==> src/hdl/umc_pkg.sv <==
// Constants for the serial mode-control block.
// Assumes a 32-bit APB slave port and one 50 MHz clock.
package umc_pkg;

    // Register byte offsets
    localparam logic [3:0]  UMC_OFF_MODE   = 4'h0;  // Mode register
    localparam logic [3:0]  UMC_OFF_MEAS   = 4'h4;  // Measured bit period

    // Mode register field positions
    localparam int          UMC_B_ENABLE   = 15;
    localparam int          UMC_B_STOPIDLE = 13;
    localparam int          UMC_B_INFRARED = 12;
    localparam int          UMC_B_RTSMODE  = 11;
    localparam int          UMC_B_USAGE    = 8;     // Two bits, 9:8
    localparam int          UMC_B_WAKE     = 7;
    localparam int          UMC_B_LOOP     = 6;
    localparam int          UMC_B_AUTOBAUD = 5;
    localparam int          UMC_B_RXINV    = 4;
    localparam int          UMC_B_HIGHSPD  = 3;
    localparam int          UMC_B_FORMAT   = 1;     // Two bits, 2:1
    localparam int          UMC_B_STOPSEL  = 0;

    // Reset value and writable bits (14 and 10 unimplemented)
    localparam logic [15:0] UMC_MODE_RST   = 16'h0000;
    localparam logic [15:0] UMC_MODE_WMASK = 16'hbbff;

    // Auto-baud: falling edges of a 0x55 sync field, and bits spanned
    localparam logic [2:0]  UMC_AB_EDGES   = 3'h5;
    localparam int          UMC_AB_SHIFT   = 3;     // Eight bit times
    localparam int          UMC_AB_CW      = 19;    // Cycle counter width

    // Pin ownership vector: {baud_clk, rts, cts, tx_rx}
    typedef logic [3:0] umc_own_t;

    // Pin-usage decode to owned pins
    function automatic umc_own_t umc_usage_own(input logic [1:0] usage);
        unique case (usage)
            2'b11:   umc_usage_own = 4'b1001;
            2'b10:   umc_usage_own = 4'b0111;
            2'b01:   umc_usage_own = 4'b0101;
            default: umc_usage_own = 4'b0001;
        endcase
    endfunction

endpackage

==> src/hdl/umc_rx_if.sv <==
// Carrier between the mode-control top and its receive-line watchers.
// Assumes every signal is in the pclk domain.
`timescale 1ns/1ps
interface umc_rx_if;
    logic                    rx_level;  // Synchronised line, idle high
    logic                    sleep;     // Chip in sleep
    logic                    wake_en;   // Wake-on-start armed
    logic                    wake_irq;  // Falling edge seen, pulse
    logic                    wake_clr;  // Following rising edge, pulse
    logic                    ab_en;     // Auto-baud armed and running
    logic                    ab_done;   // Measurement finished, pulse
    logic [15:0]             ab_period; // Cycles per bit

    modport top  (output rx_level, sleep, wake_en, ab_en,
                  input  wake_irq, wake_clr, ab_done, ab_period);
    modport wake (input  rx_level, sleep, wake_en,
                  output wake_irq, wake_clr);
    modport baud (input  rx_level, ab_en,
                  output ab_done, ab_period);
endinterface

==> src/hdl/umc_wake_detect.sv <==
// Wake-on-start watcher on the receive line during sleep.
// Assumes rx_level is already synchronised and polarity corrected.
`timescale 1ns/1ps
module umc_wake_detect
    import umc_pkg::*;
(
    // Clock and reset
    input  wire logic  pclk,
    input  wire logic  presetn,
    // Line watch
    umc_rx_if.wake     rx
);

    logic  prev_r;  // Previous line level
    logic  fall_r;  // Wake edge seen, awaiting rise
    logic  irq_r;   // Wake pulse
    logic  clr_r;   // Clear pulse

    // Line history for edge detection
    always_ff @(posedge pclk or negedge presetn)
    begin
        if (!presetn)
            prev_r <= 1'b1;
        else
            prev_r <= rx.rx_level;
    end

    always_ff @(posedge pclk or negedge presetn)
    begin
        if (!presetn)
        begin
            fall_r <= 1'b0;
            irq_r  <= 1'b0;
        end
        else
        begin
            irq_r <= 1'b0;
            if (!rx.wake_en)
                fall_r <= 1'b0;         // Disarmed by software
            else if (!fall_r && rx.sleep && prev_r && !rx.rx_level)
            begin
                fall_r <= 1'b1;
                irq_r  <= 1'b1;
            end
            else if (clr_r)
                fall_r <= 1'b0;
        end
    end

    always_ff @(posedge pclk or negedge presetn)
    begin
        if (!presetn)
            clr_r <= 1'b0;
        else
            clr_r <= rx.wake_en && fall_r && !clr_r && !prev_r && rx.rx_level;
    end

    assign rx.wake_irq = irq_r;
    assign rx.wake_clr = clr_r;
endmodule // umc_wake_detect

==> src/hdl/umc_autobaud.sv <==
// Auto-baud measurement over a 0x55 sync field.
// Assumes rx_level is synchronised, idle high, and ab_en is a level.
`timescale 1ns/1ps
module umc_autobaud
    import umc_pkg::*;
(
    // Clock and reset
    input  wire logic  pclk,
    input  wire logic  presetn,
    // Line watch
    umc_rx_if.baud     rx
);

    typedef enum logic [1:0] {UMC_AB_IDLE, UMC_AB_WAIT, UMC_AB_COUNT} umc_ab_e;

    umc_ab_e                  state_r;   // Measurement phase
    logic                     prev_r;    // Previous line level
    logic [2:0]               edges_r;   // Falling edges counted
    logic [UMC_AB_CW-1:0]     cnt_r;     // Cycles since start edge
    logic [15:0]              period_r;  // Result, cycles per bit
    logic                     done_r;    // Finish pulse
    logic                     fall;      // Falling edge this cycle

    assign fall = prev_r && !rx.rx_level;

    // Line history
    always_ff @(posedge pclk or negedge presetn)
    begin
        if (!presetn)
            prev_r <= 1'b1;
        else
            prev_r <= rx.rx_level;
    end

    always_ff @(posedge pclk or negedge presetn)
    begin
        if (!presetn)
        begin
            state_r <= UMC_AB_IDLE;
            edges_r <= 3'h0;
            cnt_r   <= '0;
            done_r  <= 1'b0;
        end
        else
        begin
            done_r <= 1'b0;
            unique case (state_r)
                UMC_AB_IDLE:
                    if (rx.ab_en)
                        state_r <= UMC_AB_WAIT;
                UMC_AB_WAIT:
                    if (!rx.ab_en)
                        state_r <= UMC_AB_IDLE;
                    else if (fall)
                    begin
                        // Start bit edge opens the window
                        state_r <= UMC_AB_COUNT;
                        edges_r <= 3'h1;
                        cnt_r   <= '0;
                    end
                UMC_AB_COUNT:
                    if (!rx.ab_en)
                        state_r <= UMC_AB_IDLE;
                    else if (fall && edges_r == UMC_AB_EDGES - 3'h1)
                    begin
                        state_r <= UMC_AB_IDLE;
                        done_r  <= 1'b1;
                    end
                    else
                    begin
                        cnt_r <= cnt_r + 1'b1;
                        if (fall)
                            edges_r <= edges_r + 3'h1;
                    end
                // Unused code: fall back to idle
                default:
                    state_r <= UMC_AB_IDLE;
            endcase
        end
    end

    // Result: eight bit times divided down
    always_ff @(posedge pclk or negedge presetn)
    begin
        if (!presetn)
            period_r <= 16'h0000;
        else if (state_r == UMC_AB_COUNT && fall && edges_r == UMC_AB_EDGES - 3'h1)
            period_r <= cnt_r[UMC_AB_SHIFT +: 16];
    end

    assign rx.ab_done   = done_r;
    assign rx.ab_period = period_r;
endmodule // umc_autobaud

==> src/hdl/umc_top.sv <==
// Serial mode-control block: APB mode register, pin ownership,
// polarity, infrared path, loopback, wake-on-start and auto-baud.
// Assumes a 50 MHz pclk; baud generator and shift engines are outside.
`timescale 1ns/1ps
module umc_top
    import umc_pkg::*;
(
    // Clock and reset
    input  wire logic        pclk,
    input  wire logic        presetn,
    // APB slave
    input  wire logic        psel,
    input  wire logic        penable,
    input  wire logic        pwrite,
    input  wire logic [3:0]  paddr,
    input  wire logic [31:0] pwdata,
    output logic      [31:0] prdata,
    output logic             pready,
    output logic             pslverr,
    // Chip power state
    input  wire logic        chip_idle,
    input  wire logic        chip_sleep,
    // Serial pins
    input  wire logic        receive_pin,
    input  wire logic        clear_to_send_pin,
    output logic             transmit_pin_out,
    output logic             transmit_pin_oe,
    output logic             request_to_send_pin_out,
    output logic             request_to_send_pin_oe,
    output logic [3:0]       pin_owned,
    // Serial core side
    input  wire logic        core_tx_data,
    input  wire logic        core_baud_clk,
    input  wire logic        core_rx_ready,
    input  wire logic        core_tx_busy,
    output logic             core_rx_data,
    output logic             core_cts_ok,
    output logic             core_run,
    output logic             high_speed_baud,
    output logic [1:0]       parity_data_format,
    output logic             stop_bit_select,
    output logic             wake_irq,
    output logic [15:0]      measured_bit_cycles
);

    logic [15:0]  mode_r;       // Mode register
    logic         rx_s1_r;      // Receive sync, first stage
    logic         rx_s2_r;      // Receive sync, second stage
    logic         cts_s1_r;     // Clear-to-send sync, first stage
    logic         cts_s2_r;     // Clear-to-send sync, second stage
    logic         tx_r;         // Transmit pin level
    logic         rts_r;        // Request-to-send pin level
    logic         rx_data_r;    // Data toward receiver
    logic [31:0]  rdata_r;      // Read data
    logic         err_r;        // Unmapped access error
    logic         wr_mode;      // Mode write this cycle
    logic         module_enable;
    logic         infrared_enable;
    logic         loopback_enable;
    logic         rx_level;     // Line, polarity corrected
    umc_own_t     own;          // Owned pins while enabled

    umc_rx_if rx_if ();

    // Zero-wait slave, access phase completes at once
    assign pready  = 1'b1;
    assign pslverr = err_r & psel & penable;
    assign prdata  = rdata_r;
    assign wr_mode = psel && penable && pwrite && paddr == UMC_OFF_MODE;

    assign module_enable   = mode_r[UMC_B_ENABLE];
    assign infrared_enable = mode_r[UMC_B_INFRARED];
    assign loopback_enable = mode_r[UMC_B_LOOP];

    always_ff @(posedge pclk or negedge presetn)
    begin
        if (!presetn)
            mode_r <= UMC_MODE_RST;
        else
        begin
            if (wr_mode)
                mode_r <= pwdata[15:0] & UMC_MODE_WMASK;
            if (rx_if.wake_clr && !(wr_mode && pwdata[UMC_B_WAKE]))
                mode_r[UMC_B_WAKE] <= 1'b0;
            if (rx_if.ab_done && !(wr_mode && pwdata[UMC_B_AUTOBAUD]))
                mode_r[UMC_B_AUTOBAUD] <= 1'b0;
        end
    end

    // Read data, captured during the setup phase
    always_ff @(posedge pclk or negedge presetn)
    begin
        if (!presetn)
        begin
            rdata_r <= 32'h0000_0000;
            err_r   <= 1'b0;
        end
        else if (psel && !penable)
        begin
            rdata_r <= 32'h0000_0000;
            err_r   <= 1'b0;
            if (paddr == UMC_OFF_MODE)
                rdata_r[15:0] <= mode_r;        // Hardware clears show here
            else if (paddr == UMC_OFF_MEAS)
                rdata_r[15:0] <= rx_if.ab_period;
            else
                err_r <= 1'b1;                  // Unmapped: error, zero data
        end
    end

    // Pin synchronisers; first stages feed only second stages
    always_ff @(posedge pclk or negedge presetn)
    begin
        if (!presetn)
        begin
            rx_s1_r  <= 1'b1;
            rx_s2_r  <= 1'b1;
            cts_s1_r <= 1'b1;
            cts_s2_r <= 1'b1;
        end
        else
        begin
            rx_s1_r  <= receive_pin;
            rx_s2_r  <= rx_s1_r;
            cts_s1_r <= clear_to_send_pin;
            cts_s2_r <= cts_s1_r;
        end
    end

    // invert makes idle-low line read idle-high
    assign rx_level = rx_s2_r ^ mode_r[UMC_B_RXINV];

    // halt while idle if stop-in-idle set
    assign core_run = module_enable && !(chip_idle && mode_r[UMC_B_STOPIDLE]);

    assign own       = umc_usage_own(mode_r[UMC_B_USAGE +: 2]);
    assign pin_owned = module_enable ? own : 4'h0;

    // Transmit pin level
    always_ff @(posedge pclk or negedge presetn)
    begin
        if (!presetn)
            tx_r <= 1'b1;
        else if (loopback_enable || !core_run)
            tx_r <= 1'b1;
        // infrared pulse for each zero bit
        else if (infrared_enable)
            tx_r <= !core_tx_data && core_baud_clk;
        else
            tx_r <= core_tx_data;
    end

    // Receive data toward the receiver
    always_ff @(posedge pclk or negedge presetn)
    begin
        if (!presetn)
            rx_data_r <= 1'b1;
        else if (loopback_enable)
            rx_data_r <= core_tx_data;
        else if (infrared_enable)
            rx_data_r <= !rx_level;
        else
            rx_data_r <= rx_level;
    end

    // Request-to-send pin, or baud clock when usage is 11
    always_ff @(posedge pclk or negedge presetn)
    begin
        if (!presetn)
            rts_r <= 1'b1;
        else if (own[3])
            rts_r <= core_baud_clk;
        else if (mode_r[UMC_B_RTSMODE])
            rts_r <= !core_tx_busy;
        else
            rts_r <= !core_rx_ready;
    end

    // Pin drivers; the enables track ownership
    assign transmit_pin_out        = tx_r;
    assign transmit_pin_oe         = pin_owned[0];
    assign request_to_send_pin_out = rts_r;
    assign request_to_send_pin_oe  = pin_owned[2] | pin_owned[3];
    assign core_rx_data            = rx_data_r;
    // CTS ignored unless owned; active low pin
    assign core_cts_ok = pin_owned[1] ? !cts_s2_r : 1'b1;

    assign high_speed_baud    = mode_r[UMC_B_HIGHSPD];
    assign parity_data_format = mode_r[UMC_B_FORMAT +: 2];
    assign stop_bit_select    = mode_r[UMC_B_STOPSEL];

    // Hand the line to the watchers
    assign rx_if.rx_level = rx_level;
    assign rx_if.sleep    = chip_sleep;
    // Wake watch runs even with the module halted
    assign rx_if.wake_en  = mode_r[UMC_B_WAKE];
    assign rx_if.ab_en    = mode_r[UMC_B_AUTOBAUD] && core_run;
    assign wake_irq            = rx_if.wake_irq;
    assign measured_bit_cycles = rx_if.ab_period;

    // Wake-on-start watcher
    umc_wake_detect u_wake (
        .pclk    (pclk),
        .presetn (presetn),
        .rx      (rx_if.wake)
    );

    // Sync field measurement
    umc_autobaud u_baud (
        .pclk    (pclk),
        .presetn (presetn),
        .rx      (rx_if.baud)
    );
endmodule // umc_top

==> config.mk <==
export PLATFORM = sky130hd
export DESIGN_NAME = umc_top
export DESIGN_NICKNAME = d
export VERILOG_FILES = /design/src/hdl/umc_pkg.sv /design/src/hdl/umc_rx_if.sv /design/src/hdl/umc_wake_detect.sv /design/src/hdl/umc_autobaud.sv /design/src/hdl/umc_top.sv
export SDC_FILE = /design/constraint.sdc
export NUM_CORES = 1
export LEC_CHECK = 0
export BUFFER_PORTS_ARGS = -buffer_cell sky130_fd_sc_hd__buf_2
export CAP_MARGIN = 10
export CORE_MARGIN = 2
export CORE_UTILIZATION = 50
export DETAILED_ROUTE_END_ITERATION = 8
export GPL_TIMING_DRIVEN = 0
export PLACE_DENSITY = 0.76
export SYNTH_ARGS = -nofsm -noshare
export SYNTH_HDL_FRONTEND = slang
export SYNTH_SLANG_ARGS = --single-unit
==> constraint.sdc <==
create_clock -name pclk -period 5.7 [get_ports pclk]
set_clock_uncertainty 0.05 [all_clocks]
set_input_delay 1.71 -clock pclk [delete_from_list [all_inputs] [get_ports pclk]]
set_output_delay 1.71 -clock pclk [all_outputs]
set_load 0.005 [all_outputs]
==> qor.csv, run 1 <==
stage,metric,value,unit
critical_path,crit_type,in2out,
floorplanning,start_util,51.9,%
logic_synthesis,yosysWarnings,0,
floorplanning,coreArea,0.00777,mm2
pwr,pwr-share-seq,51.5,%
floorplanning,die_y,93.8,um
cells_and_area,seqCellArea,0.00209,mm2
critical_path,regToRegEndpoint,u_baud.cnt_r[3],
logic_synthesis,synth_async_sr_flop_share,100,%
critical_path,start_kind,input pin,
pwr,power_frac_comb,10.9,%
logic_synthesis,syn_inst,355,
global_route,antenna_found_initial,0,
global_route,gr-total-overflow,0,
critical_path,critPathSlowestCell,a21boi_1,
routing,drt_wl_total,9210,um
cells_and_area,multi_input_area,0.00171,mm2
global_route,grt_pass1_vias,3075,
logic_synthesis,synth_flop_cell,dfrtp_1,
cts,clock_sinks,83,
cts,cts_tree,yes,
pwr,p_switching,329,uW
floorplanning,row_count,32,
pwr,intPower,952,uW
cts,cts_resized,0,
timing,fmax,247,MHz
routing,drc,0,
cts,cts_buffer_depth,2,
placement,place_inst,551,
timing,slew_headroom,52.5,%
routing,vias,3128,
placement,place_ws,1630,ps
critical_path,critPathMaxStageDelay,300,ps
placement,gp_congestion,0.913,
cts,cts.htree.levels,3,
critical_path,crit_path_end,core_run,
timing,tightest_slew,712,ps
critical_path,cp_max_fo,4,
placement,dp_hpwl,6670,um
critical_path,cp.arrival,2290,ps
cts,path_clk_slew,80,ps
critical_path,cp_cell_sequence,buf_2 -> a21boi_1 -> buf_2,
logic_synthesis,synth-seq-area-share,51.8,%
worst_hold_path,min-delay-path-class,reg2reg,
pwr,leakage,2.51,nW
timing,tns,0,ps
worst_hold_path,hold_start,rx_s1_r,
global_route,grtUsageTotal,21.7,%
pwr,switching_share,25.7,%
routing,first_pass_iters,4,
logic_synthesis,synth.cell_area,0.00403,mm2
run,maxCapViolations,0,
cells_and_area,insertedDiodeCount,0,
floorplanning,fp.dieArea,0.00879,mm2
routing,ant_nets,0,
status,outcome,"finished, final reports clean",
logic_synthesis,synth_edf_count,0,
timing,finalWorstSetupSlack,1650,ps
critical_path,ff2ff_setup_slack,3520,ps
critical_path,rr_worst_depth,5,
cells_and_area,area_growth,20.6,%
routing,drt-initial-drc-count,155,
pwr,power_density,264,mW/mm2
cts,postCtsSetupBuffers,0,
cells_and_area,final_cells,567,
cts,holdBufCountCts,0,
cts,root_buffer,clkbuf_8,
critical_path,setup.worst_path.start,chip_idle,
logic_synthesis,synthDistinctLibCells,51,
cts,clk-insertion-delay-late,360,ps
cells_and_area,layout-drive-gt1-share,35.1,%
floorplanning,dieWidth,93.8,um
timing,slew_viol_final,0,
timing,finalCritPeriodShare,71.1,%
cts,cts_buffers,9,
placement,io_buffer_count,78,
global_route,grt_max_degree,52,
critical_path,crit_top_cell,buf_2,
critical_path,required,3940,ps
floorplanning,io_pins,115,
critical_path,r2r_start,mode_r[15],
critical_path,end_kind,primary output,
timing,fin_crit,4050,ps
routing,vias_per_cell,5.52,
logic_synthesis,synth-seq-cells,83,
timing,rsz0062_at_grt,false,
routing,wl_per_cell,16.2,um
pwr,ir_worst_vdd,0.105,mV
pwr,p_clk_share,37.6,%
global_route,grt_pass1_wl,14800,um
timing,hold_viol,0,
timing,setup_viol,0,
cells_and_area,nNetsFinal,514,
logic_synthesis,syn_avg_cell_area,11.3,um2
cells_and_area,n_fill_cell,641,
==> state kept, by name (all words and copies together) (netlist names), 2 cells and up <==
name and count:
u_baud.cnt_r 19, prdata 16, u_baud.rx.ab_period 16, mode_r 14, u_baud.edges_r 3, u_baud.state_r 2
==> synthesized netlist by cell type, types with 3 or more instances <==
cell | number | area share, %
a221o_1 | 4 | 0.99
and2_1 | 7 | 1.1
nand2b_1 | 5 | 0.78
buf_4 | 21 | 3.9
nor2_1 | 4 | 0.37
o21ai_0 | 9 | 1.1
buf_2 | 3 | 0.37
and4_1 | 11 | 2.4
a211o_1 | 8 | 1.7
nand3_1 | 9 | 1.1
clkbuf_1 | 12 | 1.1
mux2i_1 | 14 | 3.5
ha_1 | 5 | 1.6
nor4_1 | 10 | 1.6
nand2_1 | 35 | 3.3
nor2b_1 | 3 | 0.47
dfstp_2 | 8 | 5.2
nor3_1 | 4 | 0.50
dfrtp_1 | 75 | 47
mux2_2 | 29 | 8.1
o31ai_1 | 15 | 2.8
a21o_1 | 5 | 0.93
a31oi_1 | 3 | 0.47
nand3b_1 | 4 | 0.75
and3_1 | 9 | 1.4
nand4b_1 | 5 | 1.1
inv_1 | 7 | 0.65
nand4_1 | 3 | 0.47
==> layout by cell type (no fill, tap or decap), types with 10 or more instances in the layout <==
| cell type | n |
|---|---|
| buf_2 | 80 |
| dfrtp_1 | 75 |
| nand2_1 | 35 |
| mux2_2 | 29 |
| buf_4 | 22 |
| conb_1 | 17 |
| o31ai_1 | 15 |
| mux2i_1 | 14 |
| clkbuf_1 | 12 |
| and4_1 | 11 |
| nor4_1 | 10 |
| clkbuf_8 | 10 |
==> how the worst min path moves through the flow <==
| stage | to | slack (ps) | cells past startpoint |
|---|---|---|---|
| detailed placement | rx_s2_r | 300 | 0 |
| global placement | rx_s2_r | 300 | 0 |
| finish | rx_s2_r | 310 | 0 |
| CTS | rx_s2_r | 310 | 0 |
| global route | rx_s2_r | 310 | 0 |
| floorplan | cts_s2_r | 300 | 0 |
==> kinds of logic after synthesis <==
family	count (synthesis)	share of synthesized area, %
and+or+nand+nor	115	16.2
other	2	0.186
muxes	43	11.6
adders and majority gates	5	1.55
buffers and inverters	47	7.08
DFF	83	51.8
xor gates and xnor gates	3	0.839
AOI/OAI and AO/OA	57	10.7
==> routing by layer <==
layer	vias to the layer above	track usage [%]	share of wire, %
li1	1476	-	-
met1	1545	28.3	44
met2	95	36.1	49
met3	12	3.53	5.3
met4	0	9.06	1.7
met5	-	0	0
==> through the flow <==
stage | power [mW] | hold WS, ps | cell area, um2 | util [%]
floorplan | 0.741 | 295 | 4080 | -
global placement | 0.804 | 296 | 4600 | 59.2
detailed placement | 0.811 | 297 | 4630 | 59.6
CTS | 1.29 | 310 | 4860 | 62.5
global route | 1.33 | 313 | 4860 | 62.5
finish | 1.28 | 309 | 4860 | 62.5
==> power groups by stage <==
stage	Clock (mW)	Sequential (mW)	Combinational (mW)
5_1_grt	0.511	0.663	0.157
3_3_place_gp	0	0.669	0.134
6_report	0.481	0.659	0.140
3_5_place_dp	0	0.671	0.141
4_1_cts	0.485	0.659	0.142
2_1_floorplan	0	0.660	0.0816
==> final cells by class <==
type | instances | share of cell area (%)
Multi-Input combinational cell | 240 | 35.2
Clock inverter | 6 | 1.80
Sequential cell | 83 | 43.0
Timing Repair Buffer | 79 | 8.66
Clock buffer | 10 | 2.83
Tap cell | 102 | 2.63
Inverter | 7 | 0.541
Buffer | 40 | 5.33
==> critical path: cells and delay by family <==
kind	cells	cell delay, ps
AO/OA/AOI/OAI	1	300
buffers and inverters	2	290
Power figures use the tool's default switching activity.
==> run 2, diff against run 1 <==
- ABC_AREA: not set -> 1
- clock period: 5.7 -> 3.9 ns (I/O delays scaled with it)
==> qor.csv, run 2 <==
stage,metric,value,unit,change
critical_path,setup.worst_path.start,chip_idle,,
worst_hold_path,hold_start,rx_s1_r,,
cts,cts_tree,yes,,
run,maxCapViolations,0,,unchanged
timing,slew_viol_final,0,,unchanged
timing,hold_viol,0,,unchanged
logic_synthesis,post-synth-top-count-cell,nand2_1,,
pwr,p_switching,602,uW,+83%
routing,vias_per_cell,5.05,,-8.5%
global_route,grtUsageTotal,23.1,%,+1.4 points
global_route,grt_max_degree,65,,+25%
logic_synthesis,syn_avg_cell_area,8.23,um2,-27%
floorplanning,row_count,32,,unchanged
logic_synthesis,synth_top_area_share,46.5,%,-0.058 points
critical_path,cp_max_fo,2,,-2
pwr,ir_worst_vdd,0.188,mV,+79%
critical_path,critPathMaxStageDelay,110,ps,-190 ps
cts,clock_sinks,83,,unchanged
routing,vias,3547,,+13%
critical_path,required,2680,ps,-1260 ps
cells_and_area,seqCellArea,0.00209,mm2,unchanged
cells_and_area,n_fill_cell,684,,+6.7%
routing,ant_nets,0,,unchanged
floorplanning,dieWidth,93.8,um,about the same
logic_synthesis,syn_inst,490,,+38%
placement,dp_hpwl,7350,um,+10%
floorplanning,fp.dieArea,0.00880,mm2,+0.12%
logic_synthesis,synth.cell_area,0.00403,mm2,+0.12%
placement,io_buffer_count,79,,+1.3%
cts,cts.htree.levels,3,,unchanged
routing,drt-initial-drc-count,166,,+7.1%
cts,root_buffer,clkbuf_8,,
cells_and_area,layout-drive-gt1-share,23.3,%,-12 points
global_route,gr-total-overflow,0,,unchanged
logic_synthesis,synth_async_sr_flop_share,100,%,unchanged
cts,holdBufCountCts,0,,unchanged
cts,clk-insertion-delay-late,360,ps,about the same
critical_path,cp_cell_sequence,buf_2 -> nand2_1 -> nand2_1 -> inv_1 -> buf_2,,
logic_synthesis,yosysWarnings,0,,unchanged
timing,setup_viol,0,,unchanged
routing,first_pass_iters,4,,unchanged
logic_synthesis,synthDistinctLibCells,29,,-43%
cells_and_area,largest_register_ffs,19,,unchanged
timing,fmax,356,MHz,
cells_and_area,insertedDiodeCount,0,,unchanged
floorplanning,io_pins,115,,unchanged
critical_path,path_buf_inv,3,,+1
critical_path,crit_type,in2out,,
status,outcome,"finished, final reports clean",,
pwr,intPower,1.32,mW,+39%
critical_path,critPathSlowestCell,buf_2,,
critical_path,cp.arrival,1590,ps,-700 ps
logic_synthesis,synth-seq-cells,83,,unchanged
logic_synthesis,synth-seq-area-share,51.8,%,-0.064 points
routing,drc,0,,unchanged
critical_path,start_kind,input pin,,
global_route,grt_pass1_vias,3391,,+10%
cells_and_area,nNetsFinal,650,,+26%
critical_path,critPathTopFamily,buffers and inverters,,
critical_path,r2r_start,rx_s2_r,,
cells_and_area,multi_input_area,0.00158,mm2,-7.9%
logic_synthesis,synth_edf_count,0,,unchanged
cts,path_clk_slew,80,ps,about the same
cells_and_area,stdcell_area,0.00482,mm2,-0.80%
cts,cts_buffers,9,,unchanged
floorplanning,start_util,51.9,%,+0.064 points
cells_and_area,area_growth,19.5,%,
floorplanning,die_y,93.8,um,about the same
pwr,p_clk_share,29.2,%,-8.4 points
logic_synthesis,synth_top_area_cell,dfrtp_1,,
cts,cts_resized,0,,unchanged
pwr,switching_share,31.3,%,+5.6 points
timing,fin_crit,2810,ps,
cells_and_area,final_cells,703,,+24%
critical_path,end_kind,primary output,,
global_route,grt_pass1_wl,15900,um,+7.2%
cells_and_area,largest-register,u_baud.cnt_r,,
floorplanning,coreArea,0.00777,mm2,unchanged
worst_hold_path,min-delay-path-class,reg2reg,,
pwr,pwr-share-seq,51.7,%,+0.2 points
cts,cts_buffer_depth,2,,unchanged
timing,rsz0062_at_grt,false,,
routing,drt_wl_total,9560,um,+3.9%
cells_and_area,final_cell_mix,"nand2_1, buf_2, dfrtp_1",,
pwr,leakage,2.47,nW,-1.6%
global_route,antenna_found_initial,0,,unchanged
placement,place_inst,687,,+25%
timing,finalCritPeriodShare,72.1,%,
routing,wl_per_cell,13.6,um,-16%
logic_synthesis,netlist_top_cells_count,"nand2_1, dfrtp_1, o21ai_0",,
pwr,power_density,399,mW/mm2,+52%
pwr,power_frac_comb,19.0,%,+8.1 points
logic_synthesis,ys_top_cells_by_area,"dfrtp_1, nand2_1, o21ai_0, dfstp_2, inv_1",,
logic_synthesis,synth_flop_cell,dfrtp_1,,
placement,placed_cell_area,0.00464,mm2,+0.22%
cells_and_area,final_common_cell,nand2_1,,
timing,tns,0,ps,unchanged
placement,gp_congestion,0.874,,-4.2%
cts,postCtsSetupBuffers,0,,unchanged
run 2: cell count changes in the layout (fill, tap and decap cells not counted), moves of 13 or more:
cell | before | now
inv_1 | 7 | 53
nor2_1 | 4 | 37
nor3_1 | 4 | 19
o21ai_0 | 9 | 54
a21oi_1 | 2 | 16
nand2_1 | 35 | 129
nand3_1 | 9 | 25
mux2i_1 | 14 | 0
o31ai_1 | 15 | 2
mux2_2 | 29 | 0
run 2: area by class of cell:
class / instances / share of cell area [%]
Timing Repair Buffer: 80 / 8.83
Clock buffer: 10 / 2.65
Tap cell: 102 / 2.65
Sequential cell: 83 / 43.3
Buffer: 32 / 4.47
Inverter: 56 / 4.36
Multi-Input combinational cell: 334 / 32.7
Clock inverter: 6 / 1.01
run 2: worst register-to-register path: stages (launching register included):
cell and delay [ps]:
dfstp_2 550, nand2_1 60, nand2_1 150, nand3_1 160, nor2_4 190, clkbuf_1 350
o21ai_0 150
run 2: per-layer routing:
layer / global-route usage [%] / vias up / part of all wire (%) / wire length, um
li1: - / 1739 / - / -
met1: 29.3 / 1669 / 42 / 4060
met2: 39.5 / 121 / 49 / 4700
met3: 3.29 / 18 / 5.9 / 561
met4: 10.1 / 0 / 2.6 / 247
met5: 0 / - / 0 / 0
run 2: cells by family after synthesis:
family,after synthesis,share of synthesized area [%]
buf+inv,88,10.5
flops,83,51.8
fa+ha+maj,5,1.55
other cells,2,0.186
compound gates,76,9.77
simple gates,225,23.8
xor+xnor,11,2.39
run 2: path summary, 6_finish.rpt:
check / cells past startpoint / slack, ps / to
worst max-delay path: 5 / 1090 / core_run
worst min-delay path: 0 / 310 / rx_s2_r
worst max register to register: 6 / 2100 / u_baud.rx.ab_period[10]
worst min register to register: 0 / 310 / rx_s2_r
max in group asynchronous: 2 / 2530 / rx_s2_r
min in group asynchronous: 1 / 630 / prdata[0]
run 2: metrics by stage:
| stage | worst slack [ps] | power [mW] | util [%] | hold slack, ps |
|---|---|---|---|---|
| final | 1090 | 1.92 | 62.0 | 310 |
| after global routing | 1030 | 2.04 | 62.0 | 315 |
| after CTS | 1090 | 1.94 | 62.0 | 312 |
| after detailed placement | 1090 | 1.38 | 59.8 | 300 |
| after global placement | 978 | 1.36 | 59.4 | 296 |
| after floorplan | 1330 | 1.23 | - | 295 |
run 2: power by group through the flow:
| stage | Clock (mW) | Combinational [mW] | Sequential, mW |
|---|---|---|---|
| 4_1_cts | 0.574 | 0.370 | 0.996 |
| 3_5_place_dp | 0 | 0.368 | 1.01 |
| 2_1_floorplan | 0 | 0.230 | 1.00 |
| 3_3_place_gp | 0 | 0.353 | 1.01 |
| 5_1_grt | 0.615 | 0.418 | 1.01 |
| 6_report | 0.562 | 0.366 | 0.996 |
==> run 3, diff against run 2 <==
- ABC_AREA: 1 -> 0
- CORE_UTILIZATION: 50 -> 47
- PLACE_DENSITY: 0.76 -> 0.75
- clock period: 3.9 -> 2.33 ns (I/O delays scaled with it)
==> qor.csv, run 3 (synthesis gave the netlist of run 1 again) <==
stage,metric,value,unit,change
cts,root_buffer,clkbuf_8,,
status,outcome,"finished, final reports clean",,
cells_and_area,area_growth,21.5,%,
routing,vias_per_cell,5.47,,+8.5%
timing,slew_headroom,54.7,%,
routing,first_pass_iters,4,,unchanged
global_route,grt_pass1_vias,2969,,-12%
routing,drt_wl_total,9160,um,-4.2%
cells_and_area,final_cells,574,,-18%
cts,clk-insertion-delay-late,360,ps,about the same
cells_and_area,final_cell_mix,"buf_2, dfrtp_1, nand2_1",,
timing,hold_viol,0,,unchanged
pwr,p_total,3.04,mW,+58%
pwr,ir_worst_vdd,0.234,mV,+24%
pwr,p_clk_share,34.7,%,+5.5 points
floorplanning,coreArea,0.00826,mm2,+6.3%
cts,path_clk_slew,80,ps,about the same
pwr,p_switching,795,uW,+32%
pwr,leakage,2.51,nW,+1.5%
routing,drc,0,,unchanged
cells_and_area,final_common_cell,buf_2,,
cts,cts_buffer_depth,2,,unchanged
cts,clock_sinks,83,,unchanged
pwr,switching_share,26.2,%,-5.1 points
placement,gp_congestion,0.909,,+3.9%
worst_hold_path,min-delay-path-class,in2async,,
critical_path,rr_worst_depth,5,,-1
floorplanning,dieWidth,96.6,um,+2.9%
floorplanning,io_pins,115,,unchanged
timing,finalCritPeriodShare,96.7,%,
critical_path,end_kind,primary output,,
critical_path,start_kind,flop,,
cells_and_area,insertedDiodeCount,0,,unchanged
global_route,antenna_found_initial,0,,unchanged
global_route,grt_max_degree,64,,-1.5%
pwr,power_density,620,mW/mm2,+55%
cts,cts.htree.levels,3,,unchanged
global_route,gr-total-overflow,0,,unchanged
cells_and_area,nNetsFinal,518,,-20%
timing,fin_crit,2250,ps,
placement,dp_hpwl,6600,um,-10%
placement,io_buffer_count,78,,-1.3%
pwr,power_frac_comb,12.1,%,-6.9 points
cells_and_area,layout-drive-gt1-share,36.0,%,+13 points
critical_path,crit_type,reg2out,,
cts,cts_tree,yes,,
routing,ant_nets,0,,unchanged
timing,tightest_slew,680,ps,
floorplanning,fp.dieArea,0.00933,mm2,+6.0%
floorplanning,row_count,33,,+3.1%
timing,setup_viol,0,,unchanged
timing,fmax,444,MHz,
critical_path,required,1580,ps,-1100 ps
critical_path,cp_max_fo,3,,+1
critical_path,cp.arrival,1500,ps,-90 ps
global_route,grt_pass1_wl,14500,um,-8.3%
routing,wl_per_cell,16.0,um,+17%
cts,holdBufCountCts,0,,unchanged
floorplanning,start_util,48.8,%,-3.1 points
routing,drt-initial-drc-count,223,,+34%
floorplanning,die_y,96.6,um,+2.9%
cells_and_area,largest-register,u_baud.cnt_r,,
pwr,pwr-share-seq,53.1,%,+1.4 points
timing,rsz0062_at_grt,false,,
placement,place_inst,554,,-19%
pwr,intPower,2.24,mW,+69%
global_route,grtUsageTotal,20.7,%,-2.5 points
routing,vias,3142,,-11%
run,maxCapViolations,0,,unchanged
cts,cts_buffers,9,,unchanged
cells_and_area,largest_register_ffs,19,,unchanged
timing,slew_viol_final,0,,unchanged
[run 3: cell count changes in the layout (fill, tap and decap cells not counted), sizes merged, moves of 18 or more]
cell   previous run  this run
mux2              0        29
nand2           131        36
o21ai            54         9
nor2             42         5
nand3            27         9
inv              57         7
[run 3: through the flow]
stage          setup slack [ps]  cell area [um2]  hold slack, ps  TNS, ps  utilization [%]
3_5_place_dp               -268             4640             297    -1280             56.1
4_1_cts                    16.2             4850             173        0             58.8
3_3_place_gp               -236             4610             297   -11720             55.8
6_report                   77.7             4890             178        0             59.3
5_1_grt                    11.1             4890             191        0             59.3
2_1_floorplan               137             4080             295        0                -
[run 3: what timing repair did]
item | 4_1_cts | 5_1_grt
resized for setup | 0 | 5
gates cloned | 0 | 0
endpoints found under the setup margin | 1 | 1
buffers inserted | 2 | 2
pin swaps | 0 | 1
[run 3: metal layers]
layer	GRT usage (%)	wire (um)
met1	26.8	4010
met2	34.9	4650
met3	3.18	395
met4	8.10	109
met5	0	0
[run 3: final timing paths]
kind                             from                endpoint  slack, ps
max                         mode_r[9]  request_to_send_pin_oe         80
min                           presetn  u_baud.rx.ab_period[3]        180
max reg2reg                mode_r[15]         u_baud.cnt_r[4]        150
min reg2reg                   rx_s1_r                 rx_s2_r        310
max in group asynchronous     presetn            core_rx_data       1410
min in group pclk             rx_s1_r                 rx_s2_r        310
[run 3: cell type report]
type,instances,area [um2]
flip-flops and latches,83,2090
fillers,689,3360
plain buffers,40,259
clock inverters,5,62.6
clock buffers,11,141
inverters,7,26.3
well taps,105,131
multi-input cells,240,1730
repair buffers,83,457
[run 3: worst max-delay path, cell delays in order (launching register included)]
cell,delay [ps]
dfrtp_1,450
ha_2,210
and2_1,160
or2_4,220
buf_6,110
[run 3: power groups by stage]
stage	Clock (mW)	Combinational, mW	Sequential (mW)
final	1.05	0.368	1.61
after global routing	1.13	0.413	1.63
after CTS	1.08	0.354	1.61
after detailed placement	0	0.342	1.64
after global placement	0	0.329	1.64
after floorplan	0	0.200	1.61
